<file path="src/rtl/cantx_pkg.sv">
package cantx_pkg;

    // Register addresses on the CPU special-function bus.
    localparam logic [15:0] TRANSMIT_CONTROL_ADDR  = 16'hFFB1;
    localparam logic [15:0] BIT_TIMING_REG_LO_ADDR = 16'hFFB9;
    localparam logic [15:0] BIT_TIMING_REG_HI_ADDR = 16'hFFBA;

    // Reset values.
    localparam logic [7:0] TRANSMIT_CONTROL_RST  = 8'h00;
    localparam logic [7:0] BIT_TIMING_REG_LO_RST = 8'h18;
    localparam logic [7:0] BIT_TIMING_REG_HI_RST = 8'h0E;

    // Transmit control field positions.
    localparam int TCR_REQ_LSB   = 0;
    localparam int TCR_ABORT_LSB = 2;
    localparam int TCR_DONE_LSB  = 4;
    localparam int TCR_PRIO_BIT  = 7;

    // High bit-timing register option bits.
    localparam int LISTEN_ONLY_BIT   = 4;
    localparam int TRIPLE_SAMPLE_BIT = 5;
    localparam int FRAME_CLR_BIT     = 6;
    localparam int QUANTUM_RES_BIT   = 7;

    // Controller clocks per prescaler unit.
    localparam int CLKS_PER_UNIT = 2;

    // Completion record queue.
    localparam int EVT_FIFO_DEPTH = 16;

    typedef enum logic [1:0] {
        PH_IDLE = 2'b00,
        PH_ARB  = 2'b01,
        PH_XMIT = 2'b10
    } cantx_phase_t;

    // One record per finished request: which buffer and how it ended.
    typedef struct packed {
        logic buf_idx;
        logic complete;
    } cantx_evt_t;

    localparam int EVT_W = $bits(cantx_evt_t);

    // CPU register access, one byte.
    typedef struct packed {
        logic [15:0] addr;
        logic        wr;
        logic        rd;
        logic [7:0]  wdata;
    } cantx_cpu_t;

endpackage

</file>
<file path="src/rtl/cantx_ctrl.sv">
`timescale 1ns/1ps

module cantx_evt_fifo
#(
    parameter int WIDTH = 2,
    parameter int DEPTH = 16
)
(
    // Clock and reset.
    input  wire logic             i_ref_clk,
    input  wire logic             i_rstn,
    // Fill side.
    input  wire logic             i_in_valid,
    output logic                  o_in_ready,
    input  wire logic [WIDTH-1:0] i_in_data,
    // Drain side.
    output logic                  o_out_valid,
    input  wire logic             i_out_ready,
    output logic [WIDTH-1:0]      o_out_data
);
    localparam int AW = $clog2(DEPTH);

    logic [WIDTH-1:0] mem_r [DEPTH];
    logic [AW-1:0]    wptr_r;
    logic [AW-1:0]    rptr_r;
    logic [AW:0]      cnt_r;
    logic             push;
    logic             pop;

    assign o_in_ready  = (cnt_r != (AW+1)'(DEPTH));
    assign o_out_valid = (cnt_r != '0);
    assign push        = i_in_valid && o_in_ready;
    assign pop         = o_out_valid && i_out_ready;
    assign o_out_data  = mem_r[rptr_r];

    always_ff @(posedge i_ref_clk)
    begin
        if (push)
        begin
            mem_r[wptr_r] <= i_in_data;
        end
    end

    always_ff @(posedge i_ref_clk or negedge i_rstn)
    begin
        if (!i_rstn)
        begin
            wptr_r <= '0;
            rptr_r <= '0;
            cnt_r  <= '0;
        end
        else
        begin
            if (push)
            begin
                wptr_r <= (wptr_r == AW'(DEPTH-1)) ? '0 : wptr_r + 1'b1;
            end
            if (pop)
            begin
                rptr_r <= (rptr_r == AW'(DEPTH-1)) ? '0 : rptr_r + 1'b1;
            end
            cnt_r <= cnt_r + (AW+1)'(push) - (AW+1)'(pop);
        end
    end
endmodule

module cantx_ctrl
    import cantx_pkg::*;
#(
    parameter int FIFO_DEPTH = EVT_FIFO_DEPTH
)
(
    // Clock and reset.
    input  wire logic       i_ref_clk,
    input  wire logic       i_rstn,
    // CPU register access.
    input  wire cantx_cpu_t i_cpu,
    output logic [7:0]      o_cpu_rdata,
    // Controller control and status links.
    input  wire logic       i_init_req,
    input  wire logic       i_init_confirmed,
    input  wire logic       i_frame_start_source_sel,
    input  wire logic [7:0] i_bit_rate_divider,
    output logic            o_frame_start_clear,
    output logic            o_valid_msg_seen,
    output logic            o_err_count_en,
    // Protocol engine.
    input  wire logic       i_frame_slot,
    input  wire logic       i_arb_won,
    input  wire logic       i_arb_lost,
    input  wire logic       i_tx_ok,
    input  wire logic       i_tx_err,
    input  wire logic       i_engine_tx_bit,
    input  wire logic       i_rx_msg_valid,
    input  wire logic       i_rx_msg4_stored,
    input  wire logic       i_sample_pt,
    output logic            o_tx_start,
    output logic            o_tx_buf,
    output logic            o_tq_tick,
    output logic            o_rx_bit,
    // Bus pins.
    input  wire logic       i_can_rx,
    output logic            o_can_tx,
    // Completion records.
    output logic            o_evt_valid,
    input  wire logic       i_evt_ready,
    output cantx_evt_t      o_evt_data
);
    logic [1:0]   tx_req_r;
    logic [1:0]   tx_abort_r;
    logic [1:0]   tx_done_r;
    logic         tx_prio_r;
    logic [7:0]   timing_lo_r;
    logic [7:0]   timing_hi_r;
    cantx_phase_t phase_r;
    logic         cur_buf_r;
    logic [8:0]   tq_cnt_r;
    logic [2:0]   rx_hist_r;
    logic         listen_only;
    logic         wr_tcr;
    logic         frame_end;
    logic         end_clear;
    logic         end_done;
    logic         idle_abort;
    logic         idle_buf;
    logic         start_ok;
    logic         start_buf;
    logic [1:0]   clr_mask;
    logic [7:0]   div_eff;
    logic         fifo_ready;
    cantx_evt_t   evt_in;
    logic         evt_push;

    function automatic logic pick_buf(input logic [1:0] req,
                                      input logic       prio);
        pick_buf = (req == 2'b11) ? prio : req[1];
    endfunction

    assign listen_only = timing_hi_r[LISTEN_ONLY_BIT];
    assign wr_tcr      = i_cpu.wr && (i_cpu.addr == TRANSMIT_CONTROL_ADDR);

    // In listen-only mode recessive is forced on the line, which also silences acknowledge
    // and error flags that the engine might still generate.
    assign o_can_tx = listen_only ? 1'b1 : i_engine_tx_bit;
    assign o_err_count_en = !listen_only;

    // Frame completion from the engine and how it ends each buffer.
    assign frame_end = (phase_r == PH_ARB && i_arb_lost)
                    || (phase_r != PH_IDLE && (i_tx_ok || i_tx_err));
    always_comb
    begin
        end_clear = 1'b0;
        end_done  = 1'b0;
        if (phase_r == PH_ARB && i_arb_lost)
        begin
            end_clear = tx_abort_r[cur_buf_r];
        end
        else if (i_tx_ok)
        begin
            end_clear = 1'b1;
            end_done  = 1'b1;
        end
        else
        begin
            end_clear = tx_abort_r[cur_buf_r];
        end
    end

    // Aborts of queued buffers finish at once, but only while no frame
    // is in flight, so a queue slot is always left for the frame's end.
    assign idle_abort = (phase_r == PH_IDLE) && fifo_ready
                     && |(tx_abort_r & tx_req_r);
    assign idle_buf   = !(tx_abort_r[0] && tx_req_r[0]);

    // A frame starts only with room in the queue for its record.
    assign start_ok  = (phase_r == PH_IDLE) && i_frame_slot && fifo_ready
                    && !listen_only && !idle_abort
                    && |tx_req_r;
    assign start_buf = pick_buf(tx_req_r, tx_prio_r);

    always_comb
    begin
        clr_mask = 2'b00;
        if (frame_end && end_clear)
        begin
            clr_mask[cur_buf_r] = 1'b1;
        end
        else if (idle_abort)
        begin
            clr_mask[idle_buf] = 1'b1;
        end
    end

    // Request and abort: hardware clear first, then a CPU set, then init,
    // so a set landing in the clearing cycle is kept.
    always_ff @(posedge i_ref_clk or negedge i_rstn)
    begin
        if (!i_rstn)
        begin
            tx_req_r   <= TRANSMIT_CONTROL_RST[TCR_REQ_LSB +: 2];
            tx_abort_r <= TRANSMIT_CONTROL_RST[TCR_ABORT_LSB +: 2];
        end
        else
        begin
            logic [1:0] req_v;
            logic [1:0] abt_v;
            req_v = tx_req_r & ~clr_mask;
            abt_v = tx_abort_r & ~clr_mask;
            if (i_init_req)
            begin
                req_v = 2'b00;
                abt_v = 2'b00;
            end
            else if (wr_tcr)
            begin
                req_v = req_v | i_cpu.wdata[TCR_REQ_LSB +: 2];
                abt_v = abt_v | (i_cpu.wdata[TCR_ABORT_LSB +: 2]
                                 & req_v);
            end
            tx_req_r   <= req_v;
            tx_abort_r <= abt_v;
        end
    end

    always_ff @(posedge i_ref_clk or negedge i_rstn)
    begin
        if (!i_rstn)
        begin
            tx_done_r <= TRANSMIT_CONTROL_RST[TCR_DONE_LSB +: 2];
        end
        else if (frame_end && end_clear)
        begin
            tx_done_r[cur_buf_r] <= end_done;
        end
        else if (idle_abort)
        begin
            tx_done_r[idle_buf] <= 1'b0;
        end
    end

    always_ff @(posedge i_ref_clk or negedge i_rstn)
    begin
        if (!i_rstn)
        begin
            tx_prio_r <= TRANSMIT_CONTROL_RST[TCR_PRIO_BIT];
        end
        else if (wr_tcr)
        begin
            tx_prio_r <= i_cpu.wdata[TCR_PRIO_BIT];
        end
    end

    // The frame runs to its own end; an abort only decides the outcome.
    always_ff @(posedge i_ref_clk or negedge i_rstn)
    begin
        if (!i_rstn)
        begin
            phase_r   <= PH_IDLE;
            cur_buf_r <= 1'b0;
        end
        else
        begin
            case (phase_r)
                PH_IDLE:
                begin
                    if (start_ok)
                    begin
                        phase_r   <= PH_ARB;
                        cur_buf_r <= start_buf;
                    end
                end
                PH_ARB:
                begin
                    if (frame_end)
                    begin
                        phase_r <= PH_IDLE;
                    end
                    else if (i_arb_won)
                    begin
                        phase_r <= PH_XMIT;
                    end
                end
                PH_XMIT:
                begin
                    if (frame_end)
                    begin
                        phase_r <= PH_IDLE;
                    end
                end
                default:
                begin
                    phase_r <= PH_IDLE;
                end
            endcase
        end
    end

    assign o_tx_start = start_ok;
    assign o_tx_buf   = start_buf;

    // Completion records.
    assign evt_push         = |clr_mask;
    assign evt_in.buf_idx   = clr_mask[1];
    assign evt_in.complete  = frame_end && end_done;

    cantx_evt_fifo #(
        .WIDTH (EVT_W),
        .DEPTH (FIFO_DEPTH)
    ) u_evt_fifo (
        .i_ref_clk   (i_ref_clk),
        .i_rstn      (i_rstn),
        .i_in_valid  (evt_push),
        .o_in_ready  (fifo_ready),
        .i_in_data   (evt_in),
        .o_out_valid (o_evt_valid),
        .i_out_ready (i_evt_ready),
        .o_out_data  (o_evt_data)
    );

    // Bit-timing registers are only taken in confirmed initialization,
    // since a change mid-traffic would corrupt the bus timing.
    always_ff @(posedge i_ref_clk or negedge i_rstn)
    begin
        if (!i_rstn)
        begin
            timing_lo_r <= BIT_TIMING_REG_LO_RST;
            timing_hi_r <= BIT_TIMING_REG_HI_RST;
        end
        else if (i_cpu.wr && i_init_req && i_init_confirmed)
        begin
            if (i_cpu.addr == BIT_TIMING_REG_LO_ADDR)
            begin
                timing_lo_r <= i_cpu.wdata;
            end
            if (i_cpu.addr == BIT_TIMING_REG_HI_ADDR)
            begin
                timing_hi_r <= i_cpu.wdata;
            end
        end
    end

    always_ff @(posedge i_ref_clk or negedge i_rstn)
    begin
        if (!i_rstn)
        begin
            o_cpu_rdata <= 8'h00;
        end
        else if (i_cpu.rd)
        begin
            case (i_cpu.addr)
                TRANSMIT_CONTROL_ADDR:
                    o_cpu_rdata <= {tx_prio_r, 1'b0, tx_done_r,
                                    tx_abort_r, tx_req_r};
                BIT_TIMING_REG_LO_ADDR:
                    o_cpu_rdata <= timing_lo_r;
                BIT_TIMING_REG_HI_ADDR:
                    o_cpu_rdata <= timing_hi_r;
                default:
                    o_cpu_rdata <= 8'h00;
            endcase
        end
    end

    // Time quantum: each prescaler unit is two clocks. The counter has
    // nine bits, since a full divider needs 512 clocks per quantum.
    assign div_eff = timing_hi_r[QUANTUM_RES_BIT] ? i_bit_rate_divider
                   : {2'b00, i_bit_rate_divider[5:0]};
    always_ff @(posedge i_ref_clk or negedge i_rstn)
    begin
        if (!i_rstn)
        begin
            tq_cnt_r  <= 9'h000;
            o_tq_tick <= 1'b0;
        end
        else
        begin
            o_tq_tick <= (tq_cnt_r == 9'h000);
            if (tq_cnt_r == 9'h000)
            begin
                tq_cnt_r <= 9'(CLKS_PER_UNIT * (int'(div_eff) + 1) - 1);
            end
            else
            begin
                tq_cnt_r <= tq_cnt_r - 9'h001;
            end
        end
    end

    // Three samples one quantum apart feed the majority vote.
    always_ff @(posedge i_ref_clk or negedge i_rstn)
    begin
        if (!i_rstn)
        begin
            rx_hist_r <= 3'h7;
            o_rx_bit  <= 1'b1;
        end
        else
        begin
            if (o_tq_tick)
            begin
                rx_hist_r <= {rx_hist_r[1:0], i_can_rx};
            end
            if (i_sample_pt)
            begin
                o_rx_bit <= timing_hi_r[TRIPLE_SAMPLE_BIT]
                    ? ((rx_hist_r[0] & rx_hist_r[1])
                       | (rx_hist_r[0] & i_can_rx)
                       | (rx_hist_r[1] & i_can_rx))
                    : i_can_rx;
            end
        end
    end

    always_ff @(posedge i_ref_clk or negedge i_rstn)
    begin
        if (!i_rstn)
        begin
            o_valid_msg_seen    <= 1'b0;
            o_frame_start_clear <= 1'b0;
        end
        else
        begin
            if (i_rx_msg_valid)
            begin
                o_valid_msg_seen <= 1'b1;
            end
            else if (i_init_req)
            begin
                o_valid_msg_seen <= 1'b0;
            end
            o_frame_start_clear <= timing_hi_r[FRAME_CLR_BIT]
                && i_frame_start_source_sel && i_rx_msg4_stored;
        end
    end
endmodule

</file>
<file path="config.mk">
export PLATFORM = sky130hd
export DESIGN_NAME = cantx_ctrl
export DESIGN_NICKNAME = d
export VERILOG_FILES = /design/src/rtl/cantx_pkg.sv /design/src/rtl/cantx_ctrl.sv
export SDC_FILE = /design/constraint.sdc
export NUM_CORES = 1
export LEC_CHECK = 0
export BUFFER_PORTS_ARGS = -buffer_cell sky130_fd_sc_hd__clkbuf_2
export CAP_MARGIN = 20
export CORE_ASPECT_RATIO = 1.25
export CORE_MARGIN = 3
export CORE_UTILIZATION = 25
export DETAILED_ROUTE_END_ITERATION = 8
export PLACE_DENSITY = 0.49
export SLEW_MARGIN = 10
export SYNTH_ARGS = -nofsm -noshare
export SYNTH_HDL_FRONTEND = slang
export SYNTH_SLANG_ARGS = --single-unit
</file>
<file path="constraint.sdc">
create_clock -name i_ref_clk -period 3.5 [get_ports i_ref_clk]
set_input_delay 1.05 -clock i_ref_clk [delete_from_list [all_inputs] [get_ports i_ref_clk]]
set_output_delay 1.05 -clock i_ref_clk [all_outputs]
set_load 0.005 [all_outputs]
</file>
# Word-level counts from Yosys, hierarchy flattened
# Memory sizes are Yosys's and may differ from the RTL's.
# Cells that the tools add are included.
# classes
order_cmp	4
reduce_logical	39
n_eq_ne	12
bitwise	14
n_mux	36
addsub	7
# ops
cell	count
$eq 16x16->1 const B	3
$mux 2	12
$pmux 8 s3	1
$logic_and 1x1->1	21
$sub 9x1->9 const B	2
$mux 1	15
$and 2x2->2	5
$logic_not 9->1	1
$mux 9	1
$add 4x1->4 const B	2
$add 8x1->8 const B	1
$eq 4x4->1 const B	2
$mux 4	2
$mux 8	1
$pmux 2 s3	1
$reduce_and 2->1	3
$reduce_bool 2->1	3
$reduce_or 2->1	3
$add 5x1->5	1
$ne 5x5->1 const B	1
$reduce_bool 5->1	1
$sub 5x1->5	1
$eq 2x2->1 const B	2
$lt 1x2->1 const B	2
other kinds (14)	25
# totals
ram_bits	32
n_memories	1
inputBits	50
ff_bits	62
# mem_list
name	depth	word_bits	rd	rd_clocked_by_memory_dff	wr	line	source
u_evt_fifo.mem_r	16	2	1	0	1	cantx_ctrl.sv:23	logic [WIDTH-1:0] mem_r [DEPTH];

# Longest topological paths before layout
# Gate-level depths: netlist (run 1).
# logic_depth
depth_word	15
ltp_mapped	15
depth_no_buf	14

# By module
# A second synthesis (run 1) with hierarchy kept.
# hier_totals
hier_cells	417
area_unflattened_um2	4867.2
# modules_own_cells
mod	cells_each	instances	area_per_inst_um2
cantx_ctrl	264	1	2723.9
cantx_evt_fifo	153	1	2143.3

# Worst setup path after synthesis (run 1)
# No wires, ideal clock.
# synth_timing
kind	input-to-reg
start	input port i_arb_lost
end	register u_evt_fifo.cnt_r[4]
slack_ns	0.509
cell_stages	13
t_arrival_ns	2.866
path_buffers	1
path_cell_list	nor2b_1 o21ai_2 inv_1 o31a_1 buf_2 ha_1 inv_1 fa_1 inv_1 a21oi_1 nor2_1 nor2_1 xnor2_1
# synth_between
elab_chain_len	8
word_cells_on_any_way	9
classes_between	add/sub (2); mux (2); reduce/logical (5)
# synth_rtl
element	line	source
from (decl)	cantx_ctrl.sv:90	input wire logic i_arb_lost,
$logic_and 1x1->1 (*)	cantx_ctrl.sv:148, cantx_ctrl.sv:154	
$mux 1 / $logic_or 1x1->1 (equally long branches)	cantx_ctrl.sv:154, cantx_ctrl.sv:149	
$logic_and 1x1->1 (*)	cantx_ctrl.sv:184	if (frame_end && end_clear)
$mux 2 (*)	cantx_ctrl.sv:184	
$reduce_or 2->1 (*)	cantx_ctrl.sv:302	assign evt_push = |clr_mask;
$logic_and 1x1->1 (*)	cantx_ctrl.sv:32	assign push = i_in_valid && o_in_ready;
named net u_evt_fifo.push	cantx_ctrl.sv:27	logic push;
$add 5x1->5 (*)	cantx_ctrl.sv:62	cnt_r <= cnt_r + (AW+1)'(push) - (AW+1)'(pop);
$sub 5x1->5 (*)	cantx_ctrl.sv:62	
to (signal assigned)	cantx_ctrl.sv:62	
to (decl)	cantx_ctrl.sv:26	logic [AW:0] cnt_r;
# Mark *: on every way through the listed nets, which the timed path passes. The rest lies on a longest branch.
# A chain may end at the register's enable or synchronous reset.

==> results of run 1 <==
## worst register-to-register path, stage by stage, from the launching register on
cell and delay, ps:
dfrtp_1 390, inv_1 90, ha_1 160, or4b_1 470, and2_1 250, ha_1 310
inv_1 50, ha_1 150, inv_1 50, fa_1 400, inv_1 70, a21oi_1 60
nor2_1 80, nor2_1 60, xnor2_1 110
## registers in the layout, indices dropped and copies added, names as in the netlist
register and cells:
tx_done_r 2, o_frame_start_clear 1, o_tq_tick 1, rx_hist_r 2, tx_abort_r 2, u_evt_fifo.wptr_r 4, tx_prio_r 1, u_evt_fifo.mem_r 32
u_evt_fifo.cnt_r 5, tx_req_r 2, cur_buf_r 1, o_rx_bit 1, timing_lo_r 8, o_valid_msg_seen 1, timing_hi_r 8, tq_cnt_r 9
o_cpu_rdata 8, u_evt_fifo.rptr_r 4, phase_r 2
## cell type report
| cell class | instances | share of cell area, % |
|---|---|---|
| sequential | 94 | 44.9 |
| multi-input combinational | 273 | 36.3 |
| timing repair buffer | 71 | 6.68 |
| tap | 228 | 5.08 |
| clock buffer | 11 | 4.14 |
| inverter | 33 | 2.20 |
| clock inverter | 5 | 0.646 |
## power by group
part / switching, W / internal (W)
Sequential: 0.000145 / 0.00122
Combinational: 0.000257 / 0.000299
Clock: 0.000413 / 0.000485
## path summary, 6_finish.rpt
check / endpoint / slack [ps] / cells after the start
max in group asynchronous: rx_hist_r[1] / 2450 / 2
min in group asynchronous: u_evt_fifo.rptr_r[3] / 700 / 2
hold / removal: tq_cnt_r[8] / 480 / 2
setup / recovery: o_evt_data[1] / 300 / 6
setup reg to reg: u_evt_fifo.cnt_r[4] / 690 / 14
hold reg to reg: tq_cnt_r[8] / 480 / 2
## cell usage in the layout, fill, tap and decap left out, types with 7 or more instances in the layout
cell       synthesis  layout
clkbuf_2           0      67
dfrtp_1           54      54
nand2_1           34      34
inv_1             33      33
edfxtp_1          32      32
mux2_2            30      30
nor2_1            21      21
and2_1            15      15
xnor2_1           13      13
a21oi_1           13      13
nand3_1           13      13
ha_1              13      13
o21ai_0           11      11
o22ai_1           10      10
clkbuf_16          0       9
dfstp_2            8       8
a222oi_1           7       7
## metal layers
metal | GRT usage [%] | vias up | part of all wire [%]
li1 | - | 1646 | -
met1 | 12.8 | 1654 | 41
met2 | 19.3 | 73 | 52
met3 | 3.11 | 14 | 5.4
met4 | 3.44 | 0 | 1.4
met5 | 0 | - | 0
## through the flow
stage | setup slack (ps) | instances | area [um2] | total power [W]
after floorplan | 509 | 408 | 4720 | 0.00179
after global placement | 569 | 699 | 5350 | 0.00194
after detailed placement | 561 | 699 | 5350 | 0.00196
after CTS | 242 | 715 | 5620 | 0.00288
after global routing | 60.5 | 715 | 5620 | 0.00301
final | 297 | 715 | 5620 | 0.00282
## cells by family (layout without fill, tap and decap cells)
family / after synthesis / in the layout
simple gates: 128 / 128
flops: 94 / 94
compound gates: 75 / 75
buf+inv: 41 / 120
mux: 37 / 37
xor+xnor: 19 / 19
fa+ha+maj: 14 / 14
==> metrics.md, run 1 <==
| Metric | Value |
|---|---|
| Status | `finished clean` |
| Total GRT Usage | `11.0%` |
| Largest family of logic cells by synthesized area | `simple AND/OR/NAND/NOR gates` |
| Post-CTS Repair Setup Buffers | `0` |
| CP Data Arrival Time | `2150 ps` |
| Worst path slowest cell | `dfrtp_1` |
| Multi-input logic area | `0.00204 mm2` |
| Syn_nets | `472` |
| Final setup fails | `0` |
| Starting Density | `25.8%` |
| Port bufs | `68` |
| Synth cell count leaders | `dfrtp_1, nand2_1, inv_1, edfxtp_1, mux2_2` |
| Setup Skew | `8.48 ps` |
| Top delay family on crit path | `flip-flops` |
| Crit-path cells | `mux2_2, o21ai_0, a21oi_1, a22oi_1, nand2_1, clkbuf_2` |
| Crit start category | `register` |
| Final ANT Viol Nets | `0` |
| Minimum clock period | `3200 ps` |
| Wirelength, routed | `10.8 mm` |
| DRC viols | `0` |
| Root Driver | `clkbuf_16` |
| GPL Wtd Cong | `0.732` |
| Die height | `160 um` |
| RSZ-0062 raised after global routing | `false` |
| Least-Margin Pin Slew | `815 ps` |
| Final design utilization | `30.7%` |
| # IOs | `69` |
| Post-synthesis simple-gate area fraction | `15.0%` |
| Share of post-route cells with drive strength above 1 | `28.3%` |
| Clock transition at path regs | `60 ps` |
| Most frequent cell after synthesis | `dfrtp_1` |
| Die area | `0.0206 mm2` |
| First-pass GRT wire length | `17.9 mm` |
| # hold bufs at CTS | `0` |
| Antenna violations before repair | `0` |
| NumNets Final | `546` |
| Post-synthesis adder-cell area fraction | `3.87%` |
| Diodes inserted | `0` |
| Routed wire per std cell | `15.0 um` |
| Worst hold path type | `reg2reg` |
| XOR/XNOR share of the synthesized area | `3.52%` |
| Final Slew Violations | `0` |
| Vias | `3387` |
| Top achievable clock speed | `312 MHz` |
| Hold Fails Final Rpt | `0` |
| Slew HR | `45.4%` |
| Grt ovf | `0` |
| CP bufs+invs | `1` |
| Top-area cell type share of the netlist area | `28.6%` |
| Compound-Gate Fraction of Synth Area | `11.1%` |
| Kind of critical path | `reg2out` |
| Hold_sp | `tq_cnt_r[8]` |
| Vias in the first global route | `3597` |
| Drt first pass iters | `7` |
| Netlist Area Pre-Place | `0.00472 mm2` |
| Post-synth EDFFs | `32` |
| WHS | `477 ps` |
| Peak VDD IR | `0.226 mV` |
| Clk Latency, worst-skew pair | `340 ps` |
| CTS tree | `built` |
| Resize count post-CTS | `0` |
| Post-synth top flop | `dfrtp_1` |
| CTS H-tree depth | `3` |
| Vias per inst | `4.74` |
| Yosys top cell by area | `dfrtp_1` |
| CP max stage delay | `830 ps` |
| Yosys reg bits | `94` |
| Post-synthesis mux area share | `9.70%` |
| Fraction of registers with async set/reset | `66.0%` |
| TritonCTS Sinks | `94` |
| Sequential area share after synthesis | `53.4%` |
| Worst EP required | `2450 ps` |
| Netlist cell types | `64` |
| Sum Neg Setup Slack | `0 ps` |
| Die Width | `129 um` |
| Mean post-synth cell area | `11.6 um2` |
| Mapped Cells | `408` |
| Crit path from | `u_evt_fifo.rptr_r[0]` |
| PD cells | `502 mW/mm2` |
| Leak Pwr | `2.42 nW` |
| Sequential cell area | `0.00252 mm2` |
| Final worst path period share | `91.5%` |
| Largest net degree at the start of global routing | `63` |
| Yosys warns | `0` |
| CTS max path bufs | `2` |
| Post-detail-place hpwl | `8.15 mm` |
| Max_cap viols | `0` |
| Num rows | `55` |
| DRT iter0 DRCs | `212` |
| TritonCTS Buffers | `9` |
| Synth top area cells | `dfrtp_1, edfxtp_1, mux2_2` |
| # fillers | `1915` |
| CP Capture Type | `output port` |
| Maximum fanout along the worst path | `17` |
| CORE AREA | `0.0183 mm2` |
| Area growth from synthesis to layout | `19.0%` |
| R2R Path Start | `u_evt_fifo.cnt_r[2]` |
Note: power is estimated with default switching activity, not from simulation.
==> inputs of run 2 (changes only) <==
--- a/config.mk
+++ b/config.mk
@@ -11,7 +11,8 @@
 export CORE_MARGIN = 3
 export CORE_UTILIZATION = 25
 export DETAILED_ROUTE_END_ITERATION = 8
-export PLACE_DENSITY = 0.49
+export PLACE_DENSITY = 0.47
+export SKIP_LAST_GASP = 1
 export SLEW_MARGIN = 10
 export SYNTH_ARGS = -nofsm -noshare
 export SYNTH_HDL_FRONTEND = slang
==> metrics.md, run 2 (synthesis gave the netlist of run 1 again) <==
| Metric | Value |
|---|---|
| Starting Density | `25.8% (unchanged)` |
| Combinational fraction of design power | `18.6% (-1.1 points)` |
| Crit-path cells | `mux4_2, a22oi_1, nand2_1, clkbuf_2` |
| Seq pwr share | `45.3% (-3.2 points)` |
| R2r setup slk | `670 ps (-20 ps)` |
| Clock transition at path regs | `60 ps (about the same)` |
| Worst reg2reg path depth | `14 (unchanged)` |
| Antenna violations before repair | `0 (unchanged)` |
| Crit start category | `register` |
| RSZ-0062 raised after global routing | `false` |
| Hold Fails Final Rpt | `0 (unchanged)` |
| Top Registers | `u_evt_fifo.mem_r (32), tq_cnt_r (9)` |
| Clk pwr share | `36.1% (+4.3 points)` |
| CTS max path bufs | `2 (unchanged)` |
| Largest net degree at the start of global routing | `63 (unchanged)` |
| Maximum fanout along the worst path | `17 (unchanged)` |
| Worst EP required | `2450 ps (about the same)` |
| Sum Neg Setup Slack | `0 ps (unchanged)` |
| Drt first pass iters | `4 (-3)` |
| Minimum clock period | `3180 ps (-27.6 ps)` |
| TritonCTS Buffers | `9 (unchanged)` |
| Root Driver | `clkbuf_16` |
| Vias per inst | `4.69 (-1.0%)` |
| Post-CTS Repair Setup Buffers | `0 (unchanged)` |
| Pint | `0.00222 W (+11%)` |
| Slew HR | `45.5% (+0.10 points)` |
| DRC viols | `0 (unchanged)` |
| Placed insts | `699 (unchanged)` |
| Max_cap viols | `0 (unchanged)` |
| Port bufs | `68 (unchanged)` |
| Kind of critical path | `reg2out` |
| Fin area | `0.00568 mm2 (+1.1%)` |
| Die height | `160 um (unchanged)` |
| CP max stage delay | `800 ps (-30 ps)` |
| Register with the most flip-flops | `u_evt_fifo.mem_r` |
| Resize count post-CTS | `0 (unchanged)` |
| Leak Pwr | `2.45 nW (+1.3%)` |
| # hold bufs at CTS | `0 (unchanged)` |
| Commonest cells after routing, fill and taps aside | `clkbuf_2, dfrtp_1, nand2_1, inv_1, edfxtp_1` |
| NetSw | `0.000795 W (-2.4%)` |
| Vias in the first global route | `3599 (+0.056%)` |
| Die Width | `129 um (unchanged)` |
| CTS H-tree depth | `3 (unchanged)` |
| Wirelength, routed | `10.9 mm (+0.93%)` |
| NumNets Final | `546 (unchanged)` |
| Worst path slowest cell | `dfrtp_1` |
| Total Power | `0.00302 W (+6.9%)` |
| Post-detail-place hpwl | `8.26 mm (+1.3%)` |
| R2R Path Start | `u_evt_fifo.cnt_r[3]` |
| # IOs | `69 (unchanged)` |
| Crit path to | `o_evt_data[1]` |
| Setup Skew | `4.54 ps (-3.94 ps)` |
| CP Capture Type | `output port` |
| Worst hold path type | `reg2reg` |
| First-pass GRT wire length | `18.5 mm (+3.4%)` |
| CORE AREA | `0.0183 mm2 (unchanged)` |
| Largest register FFs | `32 (unchanged)` |
| Finished Layout Cells | `715 (unchanged)` |
| Status | `finished clean` |
| Diodes inserted | `0 (unchanged)` |
| PD cells | `531 mW/mm2 (+5.7%)` |
| Die area | `0.0206 mm2 (unchanged)` |
| Grt ovf | `0 (unchanged)` |
| TritonCTS Sinks | `94 (unchanged)` |
| DRT iter0 DRCs | `115 (-46%)` |
| Least-Margin Pin Slew | `814 ps (-1.50 ps)` |
| Total GRT Usage | `11.3% (+0.30 points)` |
| CTS tree | `built` |
| CP Data Arrival Time | `2130 ps (-20 ps)` |
| Switch share | `26.4% (-2.5 points)` |
| Final setup fails | `0 (unchanged)` |
| Final Slew Violations | `0 (unchanged)` |
| Top achievable clock speed | `315 MHz (+0.87%)` |
| Peak VDD IR | `0.223 mV (-1.4%)` |
| Crit path from | `u_evt_fifo.rptr_r[0]` |
| R2r endpoint | `u_evt_fifo.cnt_r[4]` |
| Placed Instance Area | `0.00535 mm2 (unchanged)` |
| GPL Wtd Cong | `0.764 (+4.4%)` |
| Final worst path period share | `90.7% (-0.79 points)` |
| Clk Latency, worst-skew pair | `340 ps (about the same)` |
| Vias | `3352 (-1.0%)` |
| Most common cell after layout, fill and taps aside | `clkbuf_2` |
| Final ANT Viol Nets | `0 (unchanged)` |
| Final design utilization | `31.0% (+0.34 points)` |
| Area growth from synthesis to layout | `20.3%` |
| Routed wire per std cell | `15.2 um (+0.93%)` |
| Num rows | `55 (unchanged)` |
| Share of post-route cells with drive strength above 1 | `28.1% (-0.21 points)` |
==> run 2: layout make-up <==
class | count | area (um2)
inverter | 33 | 124
sequential | 94 | 2520
clock buffer | 12 | 236
timing repair buffer | 71 | 375
tap | 228 | 285
multi-input combinational | 273 | 2040
fill | 1914 | 12600
clock inverter | 4 | 95.1
==> run 2: worst min-delay path by stage <==
| stage | from | endpoint | slack [ps] | cells past startpoint |
|---|---|---|---|---|
| after floorplan | tq_cnt_r[0] | tq_cnt_r[0] | 450 | 1 |
| final | tq_cnt_r[8] | tq_cnt_r[8] | 470 | 2 |
| after global routing | tq_cnt_r[8] | tq_cnt_r[8] | 500 | 2 |
| after global placement | o_valid_msg_seen | o_valid_msg_seen | 460 | 1 |
| after detailed placement | tq_cnt_r[8] | tq_cnt_r[8] | 470 | 2 |
| after CTS | tq_cnt_r[8] | tq_cnt_r[8] | 480 | 2 |
==> run 2: metrics by stage <==
step	hold slack [ps]	setup WS (ps)
global placement	464	573
global route	496	111
floorplan	447	509
CTS	479	272
detailed placement	466	522
finish	472	325
==> run 2: critical path, delay by kind of cell (launching register included) <==
kind / cells / cell delay, ps
buffers and inverters: 1 / 110
flip-flops: 1 / 800
AND/OR/NAND/NOR: 1 / 70
AO/OA/AOI/OAI: 1 / 200
multiplexers: 1 / 600
==> run 2: power by group through the flow <==
stage,combinational (W),clock (W),sequential [W]
6_report,0.000562,0.00109,0.00137
5_1_grt,0.000650,0.00117,0.00139
4_1_cts,0.000575,0.00113,0.00137
3_5_place_dp,0.000576,0,0.00139
3_3_place_gp,0.000555,0,0.00139
2_1_floorplan,0.000483,0,0.00130
==> run 2: metal layers <==
metal  up-vias  routed length, um  global-route usage [%]
met5         -                  0                       0
met2        61               5440                    19.1
li1       1649                  -                       -
met1      1626               4780                    14.0
met3        16                423                    2.17
met4         0                208                    4.35
